$ cat config.mk
export PLATFORM = sky130hd
export DESIGN_NAME = sfc_top
export DESIGN_NICKNAME = d
export VERILOG_FILES = /design/src/sfc_pkg.sv /design/src/sfc_queue.sv /design/src/sfc_top.sv
export VERILOG_INCLUDE_DIRS = /design/src
export SDC_FILE = /design/constraint.sdc
export NUM_CORES = 1
export LEC_CHECK = 0
export ABC_AREA = 1
export BUFFER_PORTS_ARGS = -buffer_cell sky130_fd_sc_hd__clkbuf_2
export CORE_MARGIN = 5
export CORE_UTILIZATION = 30
export CTS_CLUSTER_DIAMETER = 50
export DETAILED_ROUTE_END_ITERATION = 12
export HOLD_SLACK_MARGIN = 0.03
export PLACE_DENSITY_LB_ADDON = 0.3
export SETUP_SLACK_MARGIN = 0.4
export SLEW_MARGIN = 20
export SYNTH_ARGS = -nofsm -noshare
export SYNTH_HDL_FRONTEND = slang
export SYNTH_HIERARCHICAL = 1
export SYNTH_SLANG_ARGS = --single-unit
$ cat constraint.sdc
create_clock -name clk_i -period 3.7 [get_ports clk_i]
set_input_delay 0.74 -clock clk_i [delete_from_list [all_inputs] [get_ports clk_i]]
set_output_delay 0.74 -clock clk_i [all_outputs]
set_load 0.01 [all_outputs]
$ cat src/sfc_params.svh
// Purpose: offsets, field positions, reset values
// Assumes: printed offsets are register indices
// Notes:   byte address is four times the index
`ifndef SFC_PARAMS_SVH
`define SFC_PARAMS_SVH

////////////////////////////////////////////////////////////////
// register indices (byte address = index * 4)
`define SFC_IDX_TX_CTRL   16'h705a
`define SFC_IDX_RX_CTRL   16'h705b
`define SFC_IDX_TX_DATA   16'h7060
`define SFC_IDX_RX_DATA   16'h7061
`define SFC_IDX_IRQ_STAT  16'h7062
`define SFC_IDX_IRQ_MASK  16'h7063

////////////////////////////////////////////////////////////////
// transmit control fields
`define SFC_TX_SOFT_RST   15
`define SFC_TX_ENHANCE    14
`define SFC_TX_QRST       13
`define SFC_LEVEL_HI      12
`define SFC_LEVEL_LO      8
`define SFC_FLAG          7
`define SFC_CLEAR         6
`define SFC_IENA          5
`define SFC_THR_HI        4
`define SFC_THR_LO        0
// receive control fields
`define SFC_RX_OVF        15
`define SFC_RX_OVF_CLR    14
`define SFC_RX_QRST       13

////////////////////////////////////////////////////////////////
// reset values
`define SFC_RST_TX_THR    5'h00
`define SFC_RST_RX_THR    5'h1f
`define SFC_RST_MASK      3'h0

`endif

$ cat src/sfc_pkg.sv
// Purpose: shared types of the serial port queue control
// Assumes: nothing beyond the parameter header
// Notes:   one-hot codes for the bus handshake
package sfc_pkg;

    // avalon handshake phase
    typedef enum logic [1:0] {
        SFC_BUS_IDLE = 2'b01,
        SFC_BUS_ACK  = 2'b10
    } sfc_bus_state_type;

    // interrupt status bit positions
    typedef enum logic [1:0] {
        SFC_EV_TX  = 2'd0,
        SFC_EV_RX  = 2'd1,
        SFC_EV_OVF = 2'd2
    } sfc_event_type;

endpackage

$ cat src/sfc_queue.sv
// Purpose: small word queue with flush and overwrite-oldest
// Assumes: DEPTH is a power of two
// Notes:   cap_i narrows usable depth, e.g. to one word
`timescale 1ns/1ps
module sfc_queue
    import sfc_pkg::*;
#(
    parameter int WIDTH = 8,
    parameter int DEPTH = 4,
    parameter int CW    = $clog2(DEPTH + 1)
)
(
    // clock and reset
    input  wire logic             clk_i,
    input  wire logic             rstn_i,
    // control
    input  wire logic             flush_i,
    input  wire logic [CW-1:0]    cap_i,
    // fill side
    input  wire logic             push_i,
    input  wire logic [WIDTH-1:0] data_i,
    // drain side
    input  wire logic             pop_i,
    output logic [WIDTH-1:0]      head_o,
    output logic [CW-1:0]         count_o,
    output logic                  drop_o
);
    localparam int PW = (DEPTH > 1) ? $clog2(DEPTH) : 1;

    typedef struct packed {
        logic [DEPTH-1:0][WIDTH-1:0] mem;
        logic [PW-1:0]               rd_ptr;
        logic [CW-1:0]               count;
    } sfc_queue_state_type;

    sfc_queue_state_type s;
    sfc_queue_state_type next_s;
    logic                do_pop;
    logic                do_drop;
    logic [PW-1:0]       wr_ptr;

    ////////////////////////////////////////////////////////////
    // pointer and count update; a full push drops the oldest word
    always_comb
    begin
        next_s  = s;
        do_pop  = pop_i && (s.count != '0);
        do_drop = push_i && (s.count >= cap_i) && !do_pop;
        wr_ptr  = PW'(s.rd_ptr + PW'(s.count));
        if (flush_i)
        begin
            next_s.rd_ptr = '0;
            next_s.count  = '0;
            do_drop       = 1'b0;
        end
        else
        begin
            if (push_i)
                next_s.mem[wr_ptr] = data_i;
            if (do_pop || do_drop)
                next_s.rd_ptr = PW'(s.rd_ptr + 1'b1);
            if (push_i && !do_drop && !do_pop)
                next_s.count = CW'(s.count + 1'b1);
            else if (do_pop && !push_i)
                next_s.count = CW'(s.count - 1'b1);
        end
    end

    // state register
    always_ff @(posedge clk_i)
    begin
        if (!rstn_i)
            s <= '0;
        else
            s <= next_s;
    end

    assign head_o  = s.mem[s.rd_ptr];
    assign count_o = s.count;
    assign drop_o  = do_drop;
endmodule

$ cat src/sfc_top.sv
// Purpose: control and status of the serial port tx/rx queues
// Assumes: avalon-mm slave, byte addresses, 32-bit data
// Notes:   one wait cycle on every access
`timescale 1ns/1ps
`include "sfc_params.svh"

// Function
// - writing 0 to channel_soft_reset flushes both channels, config kept.
// - queue_enhance_enable 1 gives full queues, 0 gives single-word buffering.
// - tx_queue_reset 0 holds the tx pointer at zero; 1 resumes.
// - tx_queue_level reports tx word count, 0 to 4, binary.
// - tx_queue_irq_flag is read-only and shows a past tx condition.
// - tx_queue_irq_clear write 1 clears the flag; reads back zero.
// - tx_queue_irq_enable gates the tx level interrupt.
// - tx condition raised while queue_enhance_enable is 1 and tx level <= tx_queue_threshold.
// - rx control layout: overrun, clear, reset, level, flag, clear, enable, threshold.
// - rx overrun sets when a word arrives into a full queue; oldest lost.
// - rx_queue_level reports rx word count, 0 to 4, binary.
// - rx_queue_reset 0 holds the rx pointer at zero; 1 resumes.
// - rx_queue_irq_clear write 1 clears the rx flag; 0 no effect.
module sfc_top
    import sfc_pkg::*;
#(
    parameter int DEPTH = 4,
    parameter int WIDTH = 8
)
(
    // clock and reset
    input  wire logic             clk_i,
    input  wire logic             rstn_i,
    // avalon-mm slave
    input  wire logic [17:0]      avs_address_i,
    input  wire logic             avs_read_i,
    input  wire logic             avs_write_i,
    input  wire logic [3:0]       avs_byteenable_i,
    input  wire logic [31:0]      avs_writedata_i,
    output logic [31:0]           avs_readdata_o,
    output logic                  avs_waitrequest_o,
    // transmit word stream toward the shifter
    output logic [WIDTH-1:0]      tx_data_o,
    output logic                  tx_valid_o,
    input  wire logic             tx_ready_i,
    // receive word stream from the shifter
    input  wire logic [WIDTH-1:0] rx_data_i,
    input  wire logic             rx_valid_i,
    // interrupts
    output logic                  tx_irq_o,
    output logic                  rx_irq_o,
    output logic                  irq_o
);
    localparam int CW = $clog2(DEPTH + 1);

    typedef struct packed {
        sfc_bus_state_type bus;
        logic              wait_req;
        logic [31:0]       rdata;
        // transmit control
        logic              channel_soft_reset;
        logic              queue_enhance_enable;
        logic              tx_queue_reset;
        logic              tx_queue_irq_flag;
        logic              tx_queue_irq_enable;
        logic [4:0]        tx_queue_threshold;
        // receive control
        logic              rx_queue_overrun;
        logic              rx_queue_reset;
        logic              rx_queue_irq_flag;
        logic              rx_queue_irq_enable;
        logic [4:0]        rx_queue_threshold;
        // output stage and interrupts
        logic [WIDTH-1:0]  tx_data;
        logic              tx_valid;
        logic [2:0]        irq_status;
        logic [2:0]        irq_mask;
        logic              tx_irq;
        logic              rx_irq;
        logic              irq;
    } sfc_state_type;

    sfc_state_type    s;
    sfc_state_type    next_s;

    // queue connections
    logic             tx_flush;
    logic             rx_flush;
    logic [CW-1:0]    cap;
    logic             tx_push;
    logic             tx_pop;
    logic             rx_pop;
    logic [WIDTH-1:0] tx_head;
    logic [WIDTH-1:0] rx_head;
    logic [CW-1:0]    tx_count;
    logic [CW-1:0]    rx_count;
    logic             rx_drop;

    // bus decode helpers
    logic [15:0]      idx;
    logic             req;
    logic             commit;
    logic             wr_lo;
    logic             wr_hi;
    logic [4:0]       tx_level;
    logic [4:0]       rx_level;
    logic             tx_cond;
    logic             rx_cond;
    logic [2:0]       events;

    ////////////////////////////////////////////////////////////
    // read value of each register index
    function automatic logic [31:0] read_reg(
        input sfc_state_type st,
        input logic [15:0]   index,
        input logic [4:0]    txl,
        input logic [4:0]    rxl,
        input logic [WIDTH-1:0] rxh
    );
        logic [31:0] v;
        v = 32'h0000_0000;
        unique case (index)
            `SFC_IDX_TX_CTRL:
            begin
                v[`SFC_TX_SOFT_RST] = st.channel_soft_reset;
                v[`SFC_TX_ENHANCE]  = st.queue_enhance_enable;
                v[`SFC_TX_QRST]     = st.tx_queue_reset;
                v[`SFC_LEVEL_HI:`SFC_LEVEL_LO] = txl;
                v[`SFC_FLAG]        = st.tx_queue_irq_flag;
                v[`SFC_IENA]        = st.tx_queue_irq_enable;
                v[`SFC_THR_HI:`SFC_THR_LO] = st.tx_queue_threshold;
            end
            `SFC_IDX_RX_CTRL:
            begin
                v[`SFC_RX_OVF]      = st.rx_queue_overrun;
                v[`SFC_RX_QRST]     = st.rx_queue_reset;
                v[`SFC_LEVEL_HI:`SFC_LEVEL_LO] = rxl;
                v[`SFC_FLAG]        = st.rx_queue_irq_flag;
                v[`SFC_IENA]        = st.rx_queue_irq_enable;
                v[`SFC_THR_HI:`SFC_THR_LO] = st.rx_queue_threshold;
            end
            `SFC_IDX_RX_DATA:  v[WIDTH-1:0] = rxh;
            `SFC_IDX_IRQ_STAT: v[2:0] = st.irq_status;
            `SFC_IDX_IRQ_MASK: v[2:0] = st.irq_mask;
            default:           v = 32'h0000_0000;
        endcase
        return v;
    endfunction

    ////////////////////////////////////////////////////////////
    // queues
    sfc_queue #(
        .WIDTH (WIDTH),
        .DEPTH (DEPTH),
        .CW    (CW)
    ) u_tx_queue (
        .clk_i   (clk_i),
        .rstn_i  (rstn_i),
        .flush_i (tx_flush),
        .cap_i   (cap),
        .push_i  (tx_push),
        .data_i  (avs_writedata_i[WIDTH-1:0]),
        .pop_i   (tx_pop),
        .head_o  (tx_head),
        .count_o (tx_count),
        .drop_o  ()
    );

    sfc_queue #(
        .WIDTH (WIDTH),
        .DEPTH (DEPTH),
        .CW    (CW)
    ) u_rx_queue (
        .clk_i   (clk_i),
        .rstn_i  (rstn_i),
        .flush_i (rx_flush),
        .cap_i   (cap),
        .push_i  (rx_valid_i && !rx_flush),
        .data_i  (rx_data_i),
        .pop_i   (rx_pop),
        .head_o  (rx_head),
        .count_o (rx_count),
        .drop_o  (rx_drop)
    );

    ////////////////////////////////////////////////////////////
    // access decode; effects happen on the edge that ends the wait
    always_comb
    begin
        idx      = avs_address_i[17:2];
        req      = avs_read_i || avs_write_i;
        commit   = req && (s.bus == SFC_BUS_ACK);
        wr_lo    = commit && avs_write_i && avs_byteenable_i[0];
        wr_hi    = commit && avs_write_i && avs_byteenable_i[1];
        // level fields are the binary queue counts
        tx_level = 5'(tx_count);
        rx_level = 5'(rx_count);
        // single-word depth when enhancements are off
        cap      = s.queue_enhance_enable ? CW'(DEPTH) : CW'(1);
        tx_flush = !s.channel_soft_reset || !s.tx_queue_reset;
        rx_flush = !s.channel_soft_reset || !s.rx_queue_reset;
        tx_push  = wr_lo && (idx == `SFC_IDX_TX_DATA) && !tx_flush;
        rx_pop   = commit && avs_read_i && (idx == `SFC_IDX_RX_DATA);
        // output stage reloads when empty or taken
        tx_pop   = (!s.tx_valid || tx_ready_i) && (tx_count != '0)
                   && !tx_flush;
        // tx level at or below threshold
        tx_cond  = s.queue_enhance_enable
                   && (tx_level <= s.tx_queue_threshold);
        rx_cond  = s.queue_enhance_enable && (rx_level != 5'h00)
                   && (rx_level >= s.rx_queue_threshold);
        events   = {rx_drop, rx_cond && !s.rx_queue_irq_flag,
                    tx_cond && !s.tx_queue_irq_flag};
    end

    ////////////////////////////////////////////////////////////
    // next state
    always_comb
    begin
        next_s = s;

        // one wait cycle, then the access completes
        unique case (s.bus)
            SFC_BUS_IDLE:
            begin
                if (req)
                begin
                    next_s.bus      = SFC_BUS_ACK;
                    next_s.wait_req = 1'b0;
                    next_s.rdata    = avs_read_i
                        ? read_reg(s, idx, tx_level, rx_level, rx_head)
                        : 32'h0000_0000;
                end
            end
            SFC_BUS_ACK:
            begin
                next_s.bus      = SFC_BUS_IDLE;
                next_s.wait_req = 1'b1;
            end
        endcase

        // tx control writes; config bits survive the soft reset
        if (wr_hi && (idx == `SFC_IDX_TX_CTRL))
        begin
            next_s.channel_soft_reset   = avs_writedata_i[`SFC_TX_SOFT_RST];
            next_s.queue_enhance_enable = avs_writedata_i[`SFC_TX_ENHANCE];
            next_s.tx_queue_reset       = avs_writedata_i[`SFC_TX_QRST];
        end
        if (wr_lo && (idx == `SFC_IDX_TX_CTRL))
        begin
            next_s.tx_queue_irq_enable = avs_writedata_i[`SFC_IENA];
            next_s.tx_queue_threshold  =
                avs_writedata_i[`SFC_THR_HI:`SFC_THR_LO];
        end

        // rx control writes
        if (wr_hi && (idx == `SFC_IDX_RX_CTRL))
            next_s.rx_queue_reset = avs_writedata_i[`SFC_RX_QRST];
        if (wr_lo && (idx == `SFC_IDX_RX_CTRL))
        begin
            next_s.rx_queue_irq_enable = avs_writedata_i[`SFC_IENA];
            next_s.rx_queue_threshold  =
                avs_writedata_i[`SFC_THR_HI:`SFC_THR_LO];
        end
        if (wr_lo && (idx == `SFC_IDX_IRQ_MASK))
            next_s.irq_mask = avs_writedata_i[2:0];

        if (wr_lo && (idx == `SFC_IDX_TX_CTRL)
            && avs_writedata_i[`SFC_CLEAR])
            next_s.tx_queue_irq_flag = 1'b0;
        // condition sets the flag, set beats clear
        if (tx_cond)
            next_s.tx_queue_irq_flag = 1'b1;

        if (wr_lo && (idx == `SFC_IDX_RX_CTRL)
            && avs_writedata_i[`SFC_CLEAR])
            next_s.rx_queue_irq_flag = 1'b0;
        if (rx_cond)
            next_s.rx_queue_irq_flag = 1'b1;

        // overrun clear, then set on a dropped word
        if (wr_hi && (idx == `SFC_IDX_RX_CTRL)
            && avs_writedata_i[`SFC_RX_OVF_CLR])
            next_s.rx_queue_overrun = 1'b0;
        if (rx_drop)
            next_s.rx_queue_overrun = 1'b1;

        // output stage toward the shifter
        if (tx_flush)
            next_s.tx_valid = 1'b0;
        else if (tx_pop)
        begin
            next_s.tx_data  = tx_head;
            next_s.tx_valid = 1'b1;
        end
        else if (tx_ready_i)
            next_s.tx_valid = 1'b0;

        // sticky status: a read clears only the bits it returned
        if (commit && avs_read_i && (idx == `SFC_IDX_IRQ_STAT))
            next_s.irq_status = s.irq_status & ~s.rdata[2:0];
        next_s.irq_status = next_s.irq_status | events;

        // interrupt outputs registered
        // tx request follows flag and enable
        next_s.tx_irq = next_s.tx_queue_irq_flag
                        && next_s.tx_queue_irq_enable;
        next_s.rx_irq = next_s.rx_queue_irq_flag
                        && next_s.rx_queue_irq_enable;
        next_s.irq    = |(next_s.irq_status & next_s.irq_mask);
    end

    ////////////////////////////////////////////////////////////
    // state register with documented reset values
    always_ff @(posedge clk_i)
    begin
        if (!rstn_i)
        begin
            s                      <= '0;
            s.bus                  <= SFC_BUS_IDLE;
            s.wait_req             <= 1'b1;
            s.channel_soft_reset   <= 1'b1;
            s.tx_queue_reset       <= 1'b1;
            s.rx_queue_reset       <= 1'b1;
            s.tx_queue_threshold   <= `SFC_RST_TX_THR;
            s.rx_queue_threshold   <= `SFC_RST_RX_THR;
            s.irq_mask             <= `SFC_RST_MASK;
        end
        else
        begin
            s <= next_s;
        end
    end

    ////////////////////////////////////////////////////////////
    // outputs straight from the state register
    assign avs_readdata_o    = s.rdata;
    assign avs_waitrequest_o = s.wait_req;
    assign tx_data_o         = s.tx_data;
    assign tx_valid_o        = s.tx_valid;
    assign tx_irq_o          = s.tx_irq;
    assign rx_irq_o          = s.rx_irq;
    assign irq_o             = s.irq;
endmodule

# Word-level counts from Yosys, hierarchy flattened
# Cells that the tools add are included.
word_totals:
  register_bits: 146
  elab_cells: 179
classes:
  addsub: 8
  order_cmp: 10
  n_eq_ne: 9
  n_mux: 38
  bitwise: 7
  reduce_logical: 74
op_table:
  columns: ["operator", "n"]
  rows:
  - ["== test 16 x 15 -> 1 bit (second input constant)", 6]
  - ["bitwise mux 32 bit", 2]
  - ["logical AND 1 bit", 41]
  - ["2-to-1 mux 35 bit", 1]
  - ["binary-select mux 8 bit (select 2 bit)", 2]
  - ["demux 8 bit (select 2 bit)", 2]
  - ["2-to-1 mux 8 bit", 4]
  - ["2-to-1 mux 3 bit", 7]
  - ["2-to-1 mux 16 bit", 1]
  - ["case mux 3 bit (5 select lines)", 1]
  - ["logical NOT 1 bit", 14]
  - ["< comparator 2 x 3 -> 1 bit (second input constant)", 4]
  - ["2-to-1 mux 6 bit", 2]
  - ["case mux 6 bit (2 select lines)", 1]
  - ["2-to-1 mux 1 bit", 11]
  - ["case mux 3 bit (3 select lines)", 1]
  - ["AND reduction 2 bit", 4]
  - ["nonzero test 2 bit", 4]
  - ["adder 3 x 1 -> 3 bit (second input constant)", 2]
  - ["bitwise AND 3 bit", 2]
  - [">= comparator 3 bit", 2]
  - ["logical OR 1 bit", 6]
  - ["case mux 3 bit (2 select lines)", 1]
  - ["nonzero test 3 bit", 2]
  - ["other kinds (16)", 23]

# Depth between registers and ports, before layout
# Gate-level depths: netlist (run 1).
logic_depth:
  word_depth: 12
  ltp_mapped: 14
  depth_no_buf: 13

# Hierarchy
# The synthesis (run 1) kept the hierarchy.
by_module_without_submodules:
  columns: ["mod", "n_inst", "cells_per_inst", "area_per_inst_um2"]
  rows:
  - ["sfc_queue", 2, 253, 1825.5]
  - ["sfc_top", 1, 453, 3061.7]

# Worst setup path after synthesis (run 1)
# No wires, ideal clock.
synth_timing:
  path_type: "in2reg"
  from: "input port avs_address_i[13]"
  to: "register u_tx_queue.s (netlist bit u_tx_queue/count_o[2])"
  setup_ns: 0.115
  arrival_ns: 2.862
  path_slack_ns: 0.723
  path_stages: 11
  path_buffers: 1
  path_cell_list: "nor2_1 -> nand2_1 -> nor2_4 -> buf_4 -> nand2_1 -> nor4_1 -> nand4_1 -> fa_1 -> o21bai_1 -> a21oi_1 -> nor2_1"
synth_between:
  elab_chain_cells: 9
  word_cells_on_any_way: 12
  cone_classes: "eq/ne: 1; mux: 1; reduce/logical: 10"
synth_rtl:
  columns: ["element", "line_no", "text"]
  rows:
  - ["start: declaration", "sfc_top.sv:32", "input wire logic [17:0] avs_address_i,"]
  - ["== test 16 x 15 -> 1 bit (no line) (*)", null, null]
  - ["logical AND 1 bit (*) (2 in series)", "sfc_top.sv:199", "tx_push = wr_lo && (idx == `SFC_IDX_TX_DATA) && !tx_flush;"]
  - ["named net tx_push", "sfc_top.sv:87", "logic tx_push;"]
  - ["logical AND 1 bit (2 in series)", "sfc_queue.sv:48", "do_drop = push_i && (s.count >= cap_i) && !do_pop;"]
  - ["logical NOT 1 bit", "sfc_queue.sv:62", "if (push_i && !do_drop && !do_pop)"]
  - ["logical AND 1 bit (2 in series)", "sfc_queue.sv:62", null]
  - ["2-to-1 mux 3 bit or nonzero test 2 bit (tied branches)", null, null]
  - ["end signal: assignment", "sfc_queue.sv:75", "s <= next_s;"]
  - ["end: declaration", "sfc_queue.sv:36", "sfc_queue_state_type s;"]
# Mark *: on every way through the listed nets, which the timed path passes. The rest lies on a longest branch.
# A chain may end at the register's enable or synchronous reset.

# Worst setup path in the final report (run 1)
layout_timing:
  from: "input port avs_address_i[6]"
  to: "register u_tx_queue.s (netlist bit u_tx_queue/count_o[2])"
# Same word-level chain as after synthesis.

==> key figures, run 1 <==
Placed design
  – Placer Congestion: 0.851
  – DP Wirelength: 13800 um
  – PortBufs: 69

GRT
  – Largest net degree at the start of global routing: 25
  – Number of global-route vias before repair: 5778
  – Initial antenna violation count: 1
  – Overflow after GRT: 0
  – Total GRT Usage: 15.0%
  – First-pass GRT wire length: 31100 um

Clock network
  – CTS max path bufs: 2
  – CTS Sinks: 127
  – CTS tree: built
  – H-tree level count: 4
  – Worst-Skew Late Latency: 0.43 ns
  – CTS Root Cell: clkbuf_16
  – Post-CTS setup repair buffer count: 0
  – Clock buffer count from CTS: 17
  – Post-CTS Hold Buffers: 0
  – Post-CTS sizing: 0
  – Clk slew on worst S/H paths: 0.06 ns

STA
  – Final Critical Period: 2.44 ns
  – RSZ-0062 raised after global routing: false
  – Max-slew headroom: 40.3%
  – Setup Viol. Count Final: 0
  – Max Clk Rate: 0.410 GHz
  – Slew @ Worst Pin: 0.895 ns
  – Max-slew violations: 0
  – Clock skew: 0.0123 ns
  – Setup TNS: 0 ns
  – Post-route clock period utilization: 65.9%
  – Final Hold Viols: 0

Detailed routing
  – DR DRC count: 0
  – Wire per inst: 14.8 um
  – Drt pass-1 iters: 5
  – Antenna viol nets, final: 0
  – Avg Vias per Cell: 4.84
  – Post-Route WL: 19100 um
  – Violation count after the first detailed-routing iteration: 531
  – Total number of vias: 6250

Setup path
  – CP peak stage delay: 0.41 ns
  – Critical path buffers and inverters: 3
  – Critical Path Source Type: input port
  – Worst-path cell chain: clkbuf_2 > inv_1 > nand2_1 > nor2_2 > nand2_1 > nor4_1 > buf_4 > nand4_1 > fa_1 > o21bai_1 > a21oi_1 > nor2_1
  – Worst r2r src: s[70]
  – Crit path DAT: 2.75 ns
  – Max FO, Critical Path: 6
  – Reg2reg end: u_tx_queue/count_o[2]
  – R2r worst-path depth: 11
  – CP Class: input port to flop
  – Crit end category: flop
  – Cell repeated most along the worst path: nand2_1
  – R2r setup slk: 1.40 ns
  – Delay-heaviest family, CP: simple AND/OR/NAND/NOR gates
  – Worst EP required: 4.01 ns
  – CP max-delay cell: fa_1

Pwr
  – Static Leakage: 3.26 nW
  – Worst vdd ir: 0.281 mV
  – Power Density: 542 nW/um^2

Hold path
  – Hold Startpoint: u_rx_queue/s[25]
  – Hold/Removal Path Class: flop to flop
  – Hold path endpoint: u_rx_queue/s[25]
  – Hold Path Stages: 2

Finish
  – Share of layout cells above drive strength 1: 14.5%
  – FILL cells: 2402
  – Final core utilization: 34.9%
  – Net count, final: 1082
  – Area delta synth->final: 13.8%

Die
  – Initial Util: 30.6%
  – Die Footprint: 25400 sq um
  – CORE AREA: 21900 sq um
  – Die outline width: 160 um
  – Row count: 54
  – Die Span Y: 160 um
  – I/O pin count: 113

Synth
  – Mapped Area: 6710 sq um
  – Synth Warn #: 6
  – Syn_area_per_cell: 7.01 sq um
  – Cells after Synth: 957

Run status
  – Status: finished, final reports clean

Flow run
  – MaxCap Viol Count: 0
==> per-stage QoR <==
step / area (sq um) / setup slack (ns) / std cells / power (mW) / hold slack (ns)
2_1_floorplan: 6780 / 0.723 / 976 / 2.26 / 0.437
3_3_place_gp: 7030 / 0.909 / 1259 / 2.43 / 0.445
5_1_grt: 7630 / 1.03 / 1292 / 4.35 / 0.478
4_1_cts: 7630 / 1.28 / 1291 / 4.16 / 0.460
6_report: 7630 / 1.26 / 1292 / 4.13 / 0.461
3_5_place_dp: 7030 / 0.849 / 1259 / 2.45 / 0.451
==> sequential cells by signal, indices dropped and copies added (netlist names) <==
signal and flops:
tx_data_o 8, rx_irq_o 1, avs_readdata_o 14, tx_irq_o 1, u_tx_queue/count_o 3, u_rx_queue/count_o 3, irq_o 1, u_tx_queue/s 34
s 27, tx_valid_o 1, u_rx_queue/s 34
==> metal layers <==
| layer | global-route usage (%) | wire length [um] | up-vias |
|---|---|---|---|
| met2 | 22.3 | 8640 | 170 |
| met4 | 5.31 | 293 | 0 |
| met1 | 21.6 | 9150 | 2883 |
| li1 | - | - | 3180 |
| met5 | 0 | 0 | - |
| met3 | 2.90 | 1010 | 17 |
==> power by group <==
part / internal (mW) / switching (mW) / leakage (nW)
clock network: 1.01 / 0.691 / 0.285
logic: 0.272 / 0.609 / 1.95
registers: 1.46 / 0.0852 / 1.03
==> tightest hold or removal path, cell delays in order, from the launching register on <==
cell and delay, ns:
dfxtp_1 0.31, nand2_1 0.06, a21oi_1 0.05
==> layout make-up <==
type	instances	area (sq um)	area share (%)
clock buffer	17	425	5.58
tap	280	350	4.59
clock inverter	15	175	2.30
inverter	89	349	4.58
timing repair buffer	81	435	5.71
multi-input combinational	682	3350	43.9
sequential	127	2540	33.3
antenna	1	2.50	0.0328
==> cells in the final DEF, fill, tap and decap left out, drive strengths merged, types with 3 or more instances in the layout <==
master	n
clkinv	3
buf	12
nand3	106
nand2	206
a21oi	95
clkinvlp	3
nor2	125
o21ai	60
o22ai	17
ha	14
inv	96
nand4	10
conb	20
nor3	7
dfxtp	127
o211ai	7
clkbuf	86
==> worst max-delay path by stage <==
stage                      start                     to  slack [ns]  depth (start not counted)
6_report        avs_address_i[6]  u_tx_queue/count_o[2]        1.26                         12
5_1_grt         avs_address_i[6]  u_tx_queue/count_o[2]        1.03                         12
3_3_place_gp    avs_address_i[9]  u_tx_queue/count_o[2]        0.91                         12
3_5_place_dp    avs_address_i[6]  u_tx_queue/count_o[2]        0.85                         12
2_1_floorplan  avs_address_i[13]  u_tx_queue/count_o[2]        0.72                         11
4_1_cts         avs_address_i[6]  u_tx_queue/count_o[2]        1.28                         12
(Power assumes the default switching activity.)
==> inputs of run 2 (changes only) <==
clock period = 2.3 ns   (was 3.7 ns; I/O delays follow)
==> run 2 against run 1 <==
- count of clock-buffer cells in the layout did not move
- first-iteration DRC count down 16%
- sequential share of layout area fell by 2.8 points
- setup slack worse by 0.91 ns
- via count up 1.6%
- sequential power increased by 57%
- register-to-register slack worse by 1.1 ns
- power is 67% higher
- global-route usage shrank 0.32 points
- utilization up 3.5 points
- die area unchanged
==> key figures, run 2 (synthesized netlist as in run 1, its figures left out) <==
Run status
  – Status: finished, final reports clean

Pwr
  – Power Density: 825 nW/um^2 (+52%)
  – Static Leakage: 3.51 nW (+7.7%)
  – Worst vdd ir: 0.513 mV (+83%)

STA
  – Max Clk Rate: 0.512 GHz
  – Final Hold Viols: 0 (unchanged)
  – Max-slew headroom: 60.5% (+20 points)
  – RSZ-0062 raised after global routing: true
  – Final Critical Period: 1.95 ns
  – Setup Viol. Count Final: 0 (unchanged)
  – Clock skew: 0.0175 ns (+0.00518 ns)
  – Max-slew violations: 0 (unchanged)
  – Slew @ Worst Pin: 0.591 ns (-0.304 ns)
  – Post-route clock period utilization: 84.9%
  – Setup TNS: 0 ns (unchanged)

Flow run
  – MaxCap Viol Count: 0 (unchanged)

Clock network
  – H-tree level count: 4 (unchanged)
  – Post-CTS Hold Buffers: 0 (unchanged)
  – CTS max path bufs: 2 (unchanged)
  – Clock buffer count from CTS: 17 (unchanged)
  – Worst-Skew Late Latency: 0.43 ns (about the same)
  – CTS Sinks: 127 (unchanged)
  – Clk slew on worst S/H paths: 0.06 ns (about the same)
  – CTS tree: built
  – CTS Root Cell: clkbuf_16

Placed design
  – PortBufs: 69 (unchanged)
  – DP Wirelength: 13700 um (-0.91%)
  – Placer Congestion: 0.900 (+5.7%)

GRT
  – Met1 Usage GRT: 19.8% (-1.8 points)
  – Initial antenna violation count: 0 (-1)
  – First-pass GRT wire length: 30700 um (-1.4%)
  – Met3 GRT Util: 3.08% (+0.18 points)
  – Overflow after GRT: 0 (unchanged)
  – GR peak layer: met2
  – Number of global-route vias before repair: 5856 (+1.3%)
  – Largest net degree at the start of global routing: 33 (+32%)
  – GR Util met2: 23.9% (+1.5 points)
  – Total GRT Usage: 14.7% (-0.32 points)

Detailed routing
  – Wire per inst: 14.5 um (-1.9%)
  – DR DRC count: 0 (unchanged)
  – Total number of vias: 6347 (+1.6%)
  – Violation count after the first detailed-routing iteration: 445 (-16%)
  – Drt pass-1 iters: 5 (unchanged)
  – Antenna viol nets, final: 0 (unchanged)
  – Avg Vias per Cell: 4.80 (-0.75%)
  – Post-Route WL: 19200 um (+0.41%)

Die
  – Die Span Y: 160 um (unchanged)
  – Die Footprint: 25400 sq um (unchanged)
  – I/O pin count: 113 (unchanged)
  – Row count: 54 (unchanged)
  – Die outline width: 160 um (unchanged)
  – Initial Util: 30.6% (unchanged)
  – CORE AREA: 21900 sq um (unchanged)

Finish
  – Diodes inserted: 0 (-1)
  – Net count, final: 1113 (+2.9%)
  – Regs by FF count: u_rx_queue/s (34), u_tx_queue/s (34), s (27)
  – Most frequent cells in the layout: nand2_1 (166), dfxtp_1 (122), nor2_1 (110)
  – Commonest non-fill, non-tap cell in the layout: nand2_1
  – FILL cells: 2342 (-2.5%)
  – Final core utilization: 38.3% (+3.5 points)
  – Share of layout cells above drive strength 1: 25.6% (+11 points)
  – Area delta synth->final: 25.1%

Setup path
  – CP Class: flop to flop
  – Critical Path Source Type: flop
  – Crit path DAT: 2.31 ns (-0.44 ns)
  – Max FO, Critical Path: 6 (unchanged)
  – Worst EP required: 2.66 ns (-1.35 ns)
  – R2r setup slk: 0.35 ns (-1.05 ns)
  – Crit end category: flop

Hold path
  – Hold/Removal Path Class: input port to flop
-- run 2: cell types whose count changed in the layout (fill, tap and decap cells not counted), sizes merged --
| cell | before | now |
|---|---|---|
| buf | 12 | 41 |
| diode | 1 | 0 |
| clkinv | 3 | 4 |
| clkbuf | 86 | 88 |
| clkinvlp | 3 | 2 |
-- run 2: per-stage QoR --
stage	cells	hold slack (ns)	setup slack, ns	instance area (sq um)	power, mW
after global placement	1276	0.446	0.0485	7380	4.00
after detailed placement	1276	0.452	0.0341	7380	4.02
after CTS	1312	0.255	0.409	8040	6.81
after floorplan	976	0.436	-0.0351	6990	3.64
final	1322	0.274	0.347	8390	6.92
after global routing	1322	0.299	0.236	8390	7.31
-- run 2: cell type report --
class / instances / area [sq um] / share of cell area (%)
flip-flops and latches: 127 / 2560 / 30.5
repair buffers: 112 / 732 / 8.73
clock inverters: 15 / 173 / 2.06
inverters: 89 / 368 / 4.39
clock buffers: 17 / 425 / 5.07
well taps: 280 / 350 / 4.18
multi-input cells: 682 / 3780 / 45.1
-- run 2: power by group --
part / switching (mW) / internal [mW] / total (mW)
combinational: 1.11 / 0.635 / 1.74
sequential: 0.0967 / 2.35 / 2.44
clock: 1.10 / 1.63 / 2.73
total: 2.31 / 4.61 / 6.92
-- run 2: final timing paths --
kind | start | end | cells past startpoint
max | u_tx_queue/count_o[2] | u_tx_queue/count_o[1] | 10
min | avs_writedata_i[15] | s[36] | 3
max reg2reg | u_tx_queue/count_o[2] | u_tx_queue/count_o[1] | 10
min reg2reg | u_tx_queue/s[35] | u_tx_queue/s[35] | 2
-- run 2: timing repair --
| item | 4_1_cts | 5_1_grt |
|---|---|---|
| endpoints found under the setup margin | 37 | 55 |
| resized for setup | 12 | 64 |
| gates cloned | 0 | 2 |
| pin swaps | 4 | 29 |
| buffers inserted | 4 | 8 |
-- run 2: worst max-delay path, cell delays in order, from the launching register on --
cell	delay, ns
dfxtp_1	0.34
buf_4	0.18
nor3_2	0.18
nor3_2	0.07
nand2_2	0.12
nand4_1	0.18
fa_2	0.60
inv_1	0.04
nand2_1	0.05
nand2_1	0.05
nor2_1	0.08
-- run 2: layer usage --
| layer | wire, um | share of wire (%) |
|---|---|---|
| met2 | 9280 | 48 |
| met5 | 0 | 0 |
| met4 | 198 | 1.0 |
| met1 | 8640 | 45 |
| met3 | 1050 | 5.5 |
